`src/hdl/bridge_global_defs.vh`:
```
// constants for the global enable and bit-timing register bank
`ifndef BRIDGE_GLOBAL_DEFS_VH
`define BRIDGE_GLOBAL_DEFS_VH

// ======================================================
// register addresses
`define ADDR_MASTER_CONTROL 16'h800F
`define ADDR_TIMING_JUMP_PRESCALE 16'h8030
`define ADDR_TIMING_SEGMENTS 16'h8031

// ======================================================
// reset values
`define RESET_BYTE 8'h00
`define READ_UNMAPPED 8'h00

// ======================================================
// master control fields
`define MC_LABEL_RX_BIT 7
`define MC_LABEL_TX_BIT 6
`define MC_FRAME_RX_BIT 5
`define MC_FRAME_TX_BIT 4
`define MC_REVERSE_BIT 3

// ======================================================
// timing fields
`define JUMP_MSB 7
`define JUMP_LSB 6
`define PRESCALE_MSB 5
`define PRESCALE_LSB 0
`define TRIPLE_BIT 7
`define PHASE2_MSB 6
`define PHASE2_LSB 4
`define SEG1_MSB 3
`define SEG1_LSB 0
`define CODE_OFFSET_3 3'h1
`define CODE_OFFSET_4 4'h1
`define CODE_OFFSET_5 5'h01
`define CODE_OFFSET_7 7'h01
`define PHASE2_ZERO 3'h0
`define SEG1_ZERO 4'h0

// ======================================================
// controller clock synthesis
`define SYS_CLK_MHZ 8'd200
`define CTRL_CLK_MHZ 8'd24
`define TOGGLE_STEP (`CTRL_CLK_MHZ * 8'd2)
`define ACC_ZERO 8'h00

// ======================================================
// timing transfer targets
`define SEL_TIMING_LOW 1'b0
`define SEL_TIMING_HIGH 1'b1

`endif

```
`src/hdl/bridge_global_enable_and_can_timing.v`:
```
// global enables, label reversal and bit-timing bank with transfer to the frame controller
// Function
// - with the label receive enable clear, all eight label receive inputs are ignored.
// - with the label transmit enable clear, no label transmit data leaves and all transmit sequencers are held in reset.
// - with the frame receive enable clear, every frame from the controller is disregarded.
// - with the frame transmit enable clear, no frame is sent and the frame transmit sequencer is held in reset.
// - with the reverse bit set, the label byte is bit-reversed on receive and transmit paths.
// - after the run input rises, both timing registers are copied to the controller's two timing registers.
// - a clock output averaging 24 MHz is provided for the controller's oscillator input.
// - timing register one bits 7:6 hold the jump width in quanta as code plus one.
// - timing register one bits 5:0 hold the prescaler divisor as code plus one.
// - timing register two bit 7 selects triple sampling when one, single when zero.
// - the phase segment two field gives its length as code plus one, code zero invalid.
// - the segment one field gives its length as code plus one, code zero invalid.
`timescale 1ns/1ps
`default_nettype none
`include "bridge_global_defs.vh"

module bridge_global_enable_and_can_timing (
   input wire i_clock,
   input wire i_reset_n,
   // register access
   input wire [15:0] i_reg_addr,
   input wire i_reg_write,
   input wire i_reg_read,
   input wire [7:0] i_reg_wdata,
   output reg [7:0] o_reg_rdata,
   output reg o_reg_rvalid,
   // label bus paths
   input wire [7:0] i_label_rx_active,
   output reg [7:0] o_label_rx_active,
   input wire [7:0] i_rx_label,
   output reg [7:0] o_rx_label,
   input wire [3:0] i_label_tx_data,
   output reg [3:0] o_label_tx_data,
   input wire [7:0] i_tx_label,
   output reg [7:0] o_tx_label,
   output reg o_label_tx_seq_hold,
   // frame paths
   input wire i_frame_rx_valid,
   output reg o_frame_rx_valid,
   input wire i_frame_tx_valid,
   output reg o_frame_tx_valid,
   output reg o_frame_tx_seq_hold,
   // run and controller timing transfer
   input wire i_run,
   output reg o_ctrl_wr_valid,
   output reg o_ctrl_wr_sel,
   output reg [7:0] o_ctrl_wr_data,
   input wire i_ctrl_wr_ready,
   output reg o_ctrl_transfer_done,
   // decoded timing
   output reg [2:0] o_jump_width_quanta,
   output reg [6:0] o_prescale_divisor,
   output reg o_triple_sampling_select,
   output reg [3:0] o_phase_two_quanta,
   output reg [4:0] o_segment_one_quanta,
   output reg o_timing_invalid,
   // controller clock
   output reg o_controller_clock_output
);

   localparam [1:0] ST_IDLE = 2'b00;
   localparam [1:0] ST_SEND_LOW = 2'b01;
   localparam [1:0] ST_SEND_HIGH = 2'b10;

   reg [7:0] master_control_q;
   reg [7:0] timing_jump_prescale_q;
   reg [7:0] timing_segments_q;
   reg run_q;
   reg [1:0] state_q;
   reg [1:0] state_d;
   reg [7:0] acc_q;
   wire [8:0] acc_sum;
   wire label_rx_en;
   wire label_tx_en;
   wire frame_rx_en;
   wire frame_tx_en;
   wire label_bit_reverse;
   wire run_rise;
   wire [1:0] jump_code;
   wire [2:0] phase2_code;
   wire [3:0] seg1_code;
   wire [2:0] jump_quanta;
   wire [6:0] prescale_divisor;
   wire [3:0] phase_two_quanta;
   wire [4:0] segment_one_quanta;

   assign label_rx_en = master_control_q[`MC_LABEL_RX_BIT];
   assign label_tx_en = master_control_q[`MC_LABEL_TX_BIT];
   assign frame_rx_en = master_control_q[`MC_FRAME_RX_BIT];
   assign frame_tx_en = master_control_q[`MC_FRAME_TX_BIT];
   assign label_bit_reverse = master_control_q[`MC_REVERSE_BIT];
   assign run_rise = i_run & ~run_q;
   assign jump_code = timing_jump_prescale_q[`JUMP_MSB:`JUMP_LSB];
   assign phase2_code = timing_segments_q[`PHASE2_MSB:`PHASE2_LSB];
   assign seg1_code = timing_segments_q[`SEG1_MSB:`SEG1_LSB];
   assign acc_sum = {1'b0, acc_q} + {1'b0, `TOGGLE_STEP};

   function [7:0] reverse_byte;
      input [7:0] value;
      integer k;
      begin
         for (k = 0; k < 8; k = k + 1) begin
            reverse_byte[k] = value[7 - k];
         end
      end
   endfunction

   // ======================================================
   // code to length decoding
   code_plus_one #(
      .WIDTH(2)
   ) jump_len_u (
      .i_code(jump_code),
      .o_length(jump_quanta)
   );

   code_plus_one #(
      .WIDTH(6)
   ) prescale_len_u (
      .i_code(timing_jump_prescale_q[`PRESCALE_MSB:`PRESCALE_LSB]),
      .o_length(prescale_divisor)
   );

   code_plus_one #(
      .WIDTH(3)
   ) phase_two_len_u (
      .i_code(phase2_code),
      .o_length(phase_two_quanta)
   );

   code_plus_one #(
      .WIDTH(4)
   ) segment_one_len_u (
      .i_code(seg1_code),
      .o_length(segment_one_quanta)
   );

   // ======================================================
   // register storage and readback
   always @(posedge i_clock or negedge i_reset_n) begin
      if (!i_reset_n) begin
         master_control_q <= `RESET_BYTE;
         timing_jump_prescale_q <= `RESET_BYTE;
         timing_segments_q <= `RESET_BYTE;
         o_reg_rdata <= `READ_UNMAPPED;
         o_reg_rvalid <= 1'b0;
      end else begin
         if (i_reg_write) begin
            case (i_reg_addr)
               `ADDR_MASTER_CONTROL: begin
                  master_control_q <= i_reg_wdata;
               end
               `ADDR_TIMING_JUMP_PRESCALE: begin
                  timing_jump_prescale_q <= i_reg_wdata;
               end
               `ADDR_TIMING_SEGMENTS: begin
                  timing_segments_q <= i_reg_wdata;
               end
               default: begin
               end
            endcase
         end
         o_reg_rvalid <= i_reg_read;
         if (i_reg_read) begin
            case (i_reg_addr)
               `ADDR_MASTER_CONTROL: o_reg_rdata <= master_control_q;
               `ADDR_TIMING_JUMP_PRESCALE: o_reg_rdata <= timing_jump_prescale_q;
               `ADDR_TIMING_SEGMENTS: o_reg_rdata <= timing_segments_q;
               default: o_reg_rdata <= `READ_UNMAPPED;
            endcase
         end
      end
   end

   // ======================================================
   // path gating and label reversal
   always @(posedge i_clock or negedge i_reset_n) begin
      if (!i_reset_n) begin
         o_label_rx_active <= 8'h00;
         o_rx_label <= 8'h00;
         o_label_tx_data <= 4'h0;
         o_tx_label <= 8'h00;
         o_label_tx_seq_hold <= 1'b1;
         o_frame_rx_valid <= 1'b0;
         o_frame_tx_valid <= 1'b0;
         o_frame_tx_seq_hold <= 1'b1;
      end else begin
         o_label_rx_active <= label_rx_en ? i_label_rx_active : 8'h00;
         o_label_tx_data <= label_tx_en ? i_label_tx_data : 4'h0;
         o_label_tx_seq_hold <= ~label_tx_en;
         o_frame_rx_valid <= frame_rx_en & i_frame_rx_valid;
         o_frame_tx_valid <= frame_tx_en & i_frame_tx_valid;
         o_frame_tx_seq_hold <= ~frame_tx_en;
         o_rx_label <= label_bit_reverse ? reverse_byte(i_rx_label) : i_rx_label;
         o_tx_label <= label_bit_reverse ? reverse_byte(i_tx_label) : i_tx_label;
      end
   end

   // ======================================================
   // decoded bit timing
   always @(posedge i_clock or negedge i_reset_n) begin
      if (!i_reset_n) begin
         o_jump_width_quanta <= `CODE_OFFSET_3;
         o_prescale_divisor <= `CODE_OFFSET_7;
         o_triple_sampling_select <= 1'b0;
         o_phase_two_quanta <= `CODE_OFFSET_4;
         o_segment_one_quanta <= `CODE_OFFSET_5;
         o_timing_invalid <= 1'b1;
      end else begin
         o_jump_width_quanta <= jump_quanta;
         o_prescale_divisor <= prescale_divisor;
         o_triple_sampling_select <= timing_segments_q[`TRIPLE_BIT];
         o_phase_two_quanta <= phase_two_quanta;
         o_segment_one_quanta <= segment_one_quanta;
         // zero phase two or segment one codes and a phase two not above the jump width are flagged
         o_timing_invalid <= (phase2_code == `PHASE2_ZERO) | (seg1_code == `SEG1_ZERO)
                             | (phase2_code <= {1'b0, jump_code});
      end
   end

   // ======================================================
   // timing transfer to the controller
   always @* begin
      state_d = state_q;
      case (state_q)
         ST_IDLE: begin
            if (run_rise) begin
               state_d = ST_SEND_LOW;
            end
         end
         ST_SEND_LOW: begin
            if (i_ctrl_wr_ready) begin
               state_d = ST_SEND_HIGH;
            end
         end
         ST_SEND_HIGH: begin
            if (i_ctrl_wr_ready) begin
               state_d = ST_IDLE;
            end
         end
         default: begin
            state_d = ST_IDLE;
         end
      endcase
   end

   always @(posedge i_clock or negedge i_reset_n) begin
      if (!i_reset_n) begin
         run_q <= 1'b0;
         state_q <= ST_IDLE;
         o_ctrl_wr_valid <= 1'b0;
         o_ctrl_wr_sel <= `SEL_TIMING_LOW;
         o_ctrl_wr_data <= `RESET_BYTE;
         o_ctrl_transfer_done <= 1'b0;
      end else begin
         run_q <= i_run;
         state_q <= state_d;
         o_ctrl_transfer_done <= (state_q == ST_SEND_HIGH) & i_ctrl_wr_ready;
         case (state_d)
            ST_SEND_LOW: begin
               o_ctrl_wr_valid <= 1'b1;
               o_ctrl_wr_sel <= `SEL_TIMING_LOW;
               o_ctrl_wr_data <= timing_jump_prescale_q;
            end
            ST_SEND_HIGH: begin
               o_ctrl_wr_valid <= 1'b1;
               o_ctrl_wr_sel <= `SEL_TIMING_HIGH;
               o_ctrl_wr_data <= timing_segments_q;
            end
            default: begin
               o_ctrl_wr_valid <= 1'b0;
            end
         endcase
      end
   end

   // ======================================================
   // controller clock, fractional toggle at twice 24 MHz
   always @(posedge i_clock or negedge i_reset_n) begin
      if (!i_reset_n) begin
         acc_q <= `ACC_ZERO;
         o_controller_clock_output <= 1'b0;
      end else begin
         if (acc_sum >= {1'b0, `SYS_CLK_MHZ}) begin
            acc_q <= acc_sum[7:0] - `SYS_CLK_MHZ;
            o_controller_clock_output <= ~o_controller_clock_output;
         end else begin
            acc_q <= acc_sum[7:0];
         end
      end
   end

endmodule // bridge_global_enable_and_can_timing

// ======================================================
// length from a code stored as length minus one
module code_plus_one #(
   parameter WIDTH = 2
) (
   input wire [WIDTH-1:0] i_code,
   output wire [WIDTH:0] o_length
);

   assign o_length = {1'b0, i_code} + {{WIDTH{1'b0}}, 1'b1};

endmodule // code_plus_one
`default_nettype wire

```
`config.mk`:
```
export PLATFORM = sky130hd
export DESIGN_NAME = bridge_global_enable_and_can_timing
export DESIGN_NICKNAME = d
export VERILOG_FILES = /design/src/hdl/bridge_global_enable_and_can_timing.v
export VERILOG_INCLUDE_DIRS = /design/src /design/src/hdl
export SDC_FILE = /design/constraint.sdc
export NUM_CORES = 1
export LEC_CHECK = 0
export BUFFER_PORTS_ARGS = -buffer_cell sky130_fd_sc_hd__buf_2
export CORE_ASPECT_RATIO = 1.2
export CORE_UTILIZATION = 30
export CTS_CLUSTER_DIAMETER = 100
export DETAILED_ROUTE_END_ITERATION = 8
export HOLD_SLACK_MARGIN = 0.08
export MAX_ROUTING_LAYER = met4
export SLEW_MARGIN = 10
export SYNTH_ARGS = -nofsm -noshare
export SYNTH_HDL_FRONTEND = slang
export SYNTH_HIERARCHICAL = 1
export SYNTH_SLANG_ARGS = --single-unit
```
`constraint.sdc`:
```
create_clock -name i_clock -period 4.6 [get_ports i_clock]
set_clock_uncertainty 0.2 [all_clocks]
set_input_delay 0.46 -clock i_clock [delete_from_list [all_inputs] [get_ports i_clock]]
set_output_delay 0.46 -clock i_clock [all_outputs]
set_load 0.01 [all_outputs]
```
; ---- After elaboration in Yosys (flattened, before gate mapping)
; Index checks and enable logic that the tools add are counted.
[classes]
add_sub_neg = 6
magnitude_cmp = 2
n_eq_ne = 7
mux = 13
bitwise = 10
n_reduce_logical = 8
[ops]
columns = cell, count
row1 = $eq 16x16->1 const B, 3
row2 = $mux 8, 4
row3 = $pmux 8 s3, 1
row4 = $pmux 8 s2, 1
row5 = $add 8x6->9 const B, 1
row6 = $ge 9x8->1 const B, 1
row7 = $sub 8x8->8 const B, 1
row8 = $add 6x1->7 const B, 1
row9 = $mux 2, 3
row10 = $pmux 2 s3, 1
row11 = $reduce_and 2->1, 3
row12 = $add 4x1->5 const B, 1
row13 = $add 3x1->4 const B, 1
row14 = $and 1x1->1, 4
row15 = $eq 2x1->1 const B, 2
row16 = $eq 2x2->1 const B, 2
row17 = $logic_not 4->1, 1
row18 = $mux 4, 1
row19 = $not 1->1, 4
row20 = $add 2x1->3 const B, 1
row21 = $le 3x2->1, 1
row22 = $logic_not 3->1, 1
row23 = $logic_not 2->1, 1
row24 = $or 1x1->1, 2
row25 = 4 further kinds, 4
[totals]
regBits = 109

; ---- Longest topological paths before layout
[depth]
depth_word = 7
mapped_depth = 8

; ---- Hierarchy
; The synthesis kept the hierarchy.
[modules_own_cells]
columns = mod, instances, cells_per_inst, area_each_um2, seq_area_each_um2
row1 = bridge_global_enable_and_can_timing, 1, 317, 4184.0, 2661.3
row2 = code_plus_one (prescale_len_u), 1, 11, 80.1, 0.0
row3 = code_plus_one (segment_one_len_u), 1, 6, 46.3, 0.0
row4 = code_plus_one (phase_two_len_u), 1, 4, 31.3, 0.0
row5 = code_plus_one (jump_len_u), 1, 2, 16.3, 0.0

; ---- Worst setup path after synthesis
; No wires, ideal clock.
[synth_path]
kind = input-to-reg
start = in i_reg_addr[13]
end = reg timing_jump_prescale_q[0]
arrival_ns = 1.865
required_ns = 4.275
setup_slack_ns = 2.410
path_stages = 3
cell_sequence = or4b_4 nor4_4 mux2_2
[synth_between]
elab_chain_len = 2
[synth_rtl]
columns = element, line
row1 = "start, declared", bridge_global_enable_and_can_timing.v:23  ; input wire [15:0] i_reg_addr,
row2 = $eq 16x16->1, bridge_global_enable_and_can_timing.v:151  ; case (i_reg_addr)
row3 = $reduce_and 2->1 (no line), --
row4 = "end signal, assigned", bridge_global_enable_and_can_timing.v:145  ; timing_jump_prescale_q <= `RESET_BYTE;
row5 = "end signal, assigned", bridge_global_enable_and_can_timing.v:156  ; timing_jump_prescale_q <= i_reg_wdata;
row6 = "end, declared", bridge_global_enable_and_can_timing.v:68  ; reg [7:0] timing_jump_prescale_q;
; No other way between the ends.
; A chain may end at the register's enable or synchronous reset.

; ---- Final worst setup path
[layout_path]
start = in i_run
end = reg o_ctrl_wr_sel
[layout_between]
elab_chain_len = 5
word_cells_on_any_way = 7
[layout_rtl]
columns = element, line
row1 = "start, declared", bridge_global_enable_and_can_timing.v:46  ; input wire i_run,
row2 = $and 1x1->1 (*), bridge_global_enable_and_can_timing.v:94  ; assign run_rise = i_run & ~run_q;
row3 = $mux 2 (*), bridge_global_enable_and_can_timing.v:229  ; if (run_rise) begin
row4 = $pmux 2 s3 (*), bridge_global_enable_and_can_timing.v:227  ; case (state_q)
row5 = $eq 2x2->1 / $eq 2x1->1 (equally long branches), bridge_global_enable_and_can_timing.v:261  ; case (state_d)
row6 = $pmux 1 s2 / $reduce_bool 2->1 (equally long branches), --
row7 = "end signal, assigned", bridge_global_enable_and_can_timing.v:254  ; o_ctrl_wr_sel <= `SEL_TIMING_LOW;
row8 = "end signal, assigned", bridge_global_enable_and_can_timing.v:264  ; o_ctrl_wr_sel <= `SEL_TIMING_LOW;
row9 = "end signal, assigned", bridge_global_enable_and_can_timing.v:269  ; o_ctrl_wr_sel <= `SEL_TIMING_HIGH;
row10 = "end, declared", bridge_global_enable_and_can_timing.v:48  ; output reg o_ctrl_wr_sel,
; Mark *: on every way between the ends. The rest lies on a longest branch, timed or not.

==> results by group <==
Setup path
  – Worst Path Required: 4.64 ns
  – Biggest cell delay along the critical path: 0.61 ns
  – Crit. End Element: register
  – Slowest CP cell: ha_1
  – Crit path max fanout: 18
  – Setup crit start kind: input pin
  – Critical Path AT: 2.38 ns
  – CP top delay family: buffers and inverters
  – Cell Chain, Critical Path: dlygate4sd3_1 > buf_2 > nor3b_1 > o21bai_1 > ha_1 > mux2_2
  – Worst R2R Setup Slack: 2.40 ns
  – Setup CP Type: input pin to register
  – Critical path buffer and inverter count: 2

Global routing
  – Largest net degree at the start of global routing: 71
  – Routing usage on met1: 16.1%
  – First-pass GRT wire length: 16.5 mm
  – Grt met3 use: 4.02%
  – Total grt overflow: 0
  – Vias in the first global route: 3208
  – Initial antenna violation count: 0
  – Busiest grt layer: met2
  – Met2 usage: 25.3%
  – Total Routing Usage GR: 14.9%

Floorplanning
  – I/O pins: 134
  – Die height: 134 um
  – Die area: 15000 sq um
  – Die X-Extent: 112 um
  – Core area: 14000 sq um
  – Initial core utilization: 31.1%
  – Cell Rows: 47

Place
  – RD Place Congestion: 0.739
  – DP Cell Count: 636
  – I/O Buffers: 133
  – Detailed Place HPWL: 7.25 mm

Synth
  – Synth Net Count: 412
  – Synth Register Bits: 106
  – Synthesized area: 4360 sq um
  – Mapped Avg Cell Area: 12.8 sq um
  – Synth cell types: 39
  – Ys Warns: 6
  – Sequential share of the synthesized area: 61.1%
  – Mapped Cells: 340

Timing
  – Tightest Pin Transition: 0.897 ns
  – Period minus WS final: 2.34 ns
  – Fmax: 427 MHz
  – Slew margin rel.: 40.2%
  – Final Hold Fails: 0
  – RSZ-0062 raised after global routing: no
  – # setup viols final: 0
  – Final Max Tran Viols: 0
  – Fin Setup TNS: 0 ns
  – Final period util: 50.9%

Min path
  – Worst Hold Class: input pin to register

Run
  – Max-cap violations: 0

Clock tree
  – CTS tree: yes
  – Clock transition at path regs: 0.07 ns
  – Sink Count: 106
  – Clock insertion delay at the later pin of the skew report: 0.35 ns
  – H-tree depth: 3
  – Clock Root Buffer: clkbuf_16
  – Max Buffers Root-to-Sink: 2
  – Num CTS Buffers: 9
  – Resized Gates After CTS: 0

Run status
  – Status: finished, violations left
  – Failing checks: design-rule violations

Routing
  – Wire length per cell: 15.4 um
  – DRT iter0 DRCs: 101
  – Post-route DRC: 6
  – Post-DRT Antenna Nets: 0
  – Routed vias/inst: 4.70
  – Final wirelength: 10.1 mm
  – Via count: 3071
  – Router iterations before antenna repair: 6

Power
  – Static Leakage: 2.78 nW
  – PwrDens: 349 nW/um^2
  – Worst vdd ir: 0.142 mV

Cells and area
  – Most frequent cells in the layout: buf_2, dfrtp_1, mux2_2
  – Post-synthesis to final-layout area growth: 27.4%
  – Non-Filler Instances: 654
  – Most common cell after layout, fill and taps aside: buf_2
  – Proportion of layout cells with a drive suffix above 1: 43.3%
  – Nets@finish: 550
  – Antenna diode count: 0
-- area by class of cell --
type	instances	area (sq um)
Timing Repair Buffer	136	696
Clock inverter	7	93.8
Fill cell	1359	8440
Clock buffer	9	225
Multi-Input combinational cell	202	1580
Sequential cell	106	2660
Inverter	23	86.3
Tap cell	171	214
-- worst paths after layout --
kind	start	to	cells after the start
max	i_run	o_ctrl_wr_sel	6
min	i_label_rx_active[2]	o_label_rx_active[2]	2
max reg2reg	acc_q[4]	acc_q[4]	7
min reg2reg	o_controller_clock_output	o_controller_clock_output	1
max in group asynchronous	i_reset_n	o_jump_width_quanta[0]	3
min in group asynchronous	i_reset_n	o_tx_label[4]	2
-- routing by layer --
| layer | vias to the layer above | share of wire, % |
|---|---|---|
| li1 | 1455 | - |
| met1 | 1503 | 40 |
| met2 | 99 | 51 |
| met3 | 14 | 6.9 |
| met4 | 0 | 2.1 |
| met5 | - | 0 |
-- state kept, by name, indices dropped and copies added (netlist names), 2 cells and up --
| signal | cells |
|---|---|
| master_control_q | 8 |
| o_ctrl_wr_data | 8 |
| o_label_rx_active | 8 |
| o_reg_rdata | 8 |
| o_rx_label | 8 |
| o_tx_label | 8 |
| timing_jump_prescale_q | 8 |
| timing_segments_q | 8 |
| o_prescale_divisor | 7 |
| acc_q | 5 |
| o_segment_one_quanta | 5 |
| o_label_tx_data | 4 |
| o_phase_two_quanta | 4 |
| o_jump_width_quanta | 3 |
| state_q | 2 |
-- synth_stat cells --
cell type  number  area, sq um
buf_1           1         3.75
xor2_1          5         43.8
or4b_4          1         13.8
nor3_1          2         10.0
mux2i_1        10          100
nor2b_1         3         18.8
ha_1           12          150
nor2_1          9         33.8
clkbuf_1        8         30.0
and2_1         14         87.6
or4_1           1         7.51
or2_2           1         6.26
o22ai_1        10         62.6
nand4_1         3         18.8
o21bai_1        1         7.51
o211ai_1        1         7.51
nor4_1          1         6.26
and3_2          2         15.0
a22oi_1        10         75.1
a211oi_1        1         7.51
xnor2_1         6         52.6
a31oi_1         1         6.26
inv_1          23         86.3
mux2_2         45          507
and3_1          4         25.0
nand3b_1        1         7.51
nor4_4          1         21.3
a21bo_2         1         10.0
nor3_2          1         10.0
dfstp_2         7          184
nand4b_1        1         8.76
dfrtp_1        99         2480
nand3_1         6         30.0
nand2_1        23         86.3
a21oi_1         3         15.0
nor4b_1         2         17.5
nor4bb_1        1         10.0
nor3b_1         1         7.51
o21ai_0        18         90.1
-- what timing repair did --
item,4_1_cts,5_1_grt
hold endpoints to repair,67,0
hold buffers,2,0
setup buffers,0,0
endpoints found under the setup margin,0,0
-- cell families after synthesis --
logic type	Yosys count	share of synthesized area, %
buffers and inverters	32	2.76
xor gates and xnor gates	11	2.21
adders and majority gates	12	3.45
and+or+nand+nor	78	10.1
AOI/OAI and AO/OA	46	6.46
DFF	106	61.1
muxes	55	13.9
-- power breakdown --
group	internal (mW)	switching, mW
clock network	0.476	0.348
logic	0.0623	0.0856
registers	0.957	0.0108
-- worst register-to-register path: stages, from the launching register on --
cell	delay (ns)
dfrtp_1	0.47
inv_1	0.09
ha_1	0.28
inv_1	0.14
nor4b_1	0.42
o21ai_0	0.15
nand2_1	0.18
mux2i_1	0.20
-- per-stage QoR --
stage	setup slack [ns]	utilization, %	area (sq um)	total power, mW	hold WS (ns)
2_1_floorplan	2.41	-	4360	1.05	-0.0356
3_3_place_gp	2.05	37.3	5210	1.13	0.252
3_5_place_dp	2.03	37.3	5210	1.14	0.254
4_1_cts	2.24	39.7	5550	1.98	0.101
5_1_grt	2.06	39.7	5550	2.03	0.105
6_report	2.26	39.7	5550	1.94	0.119
(Power assumes the default switching activity.)
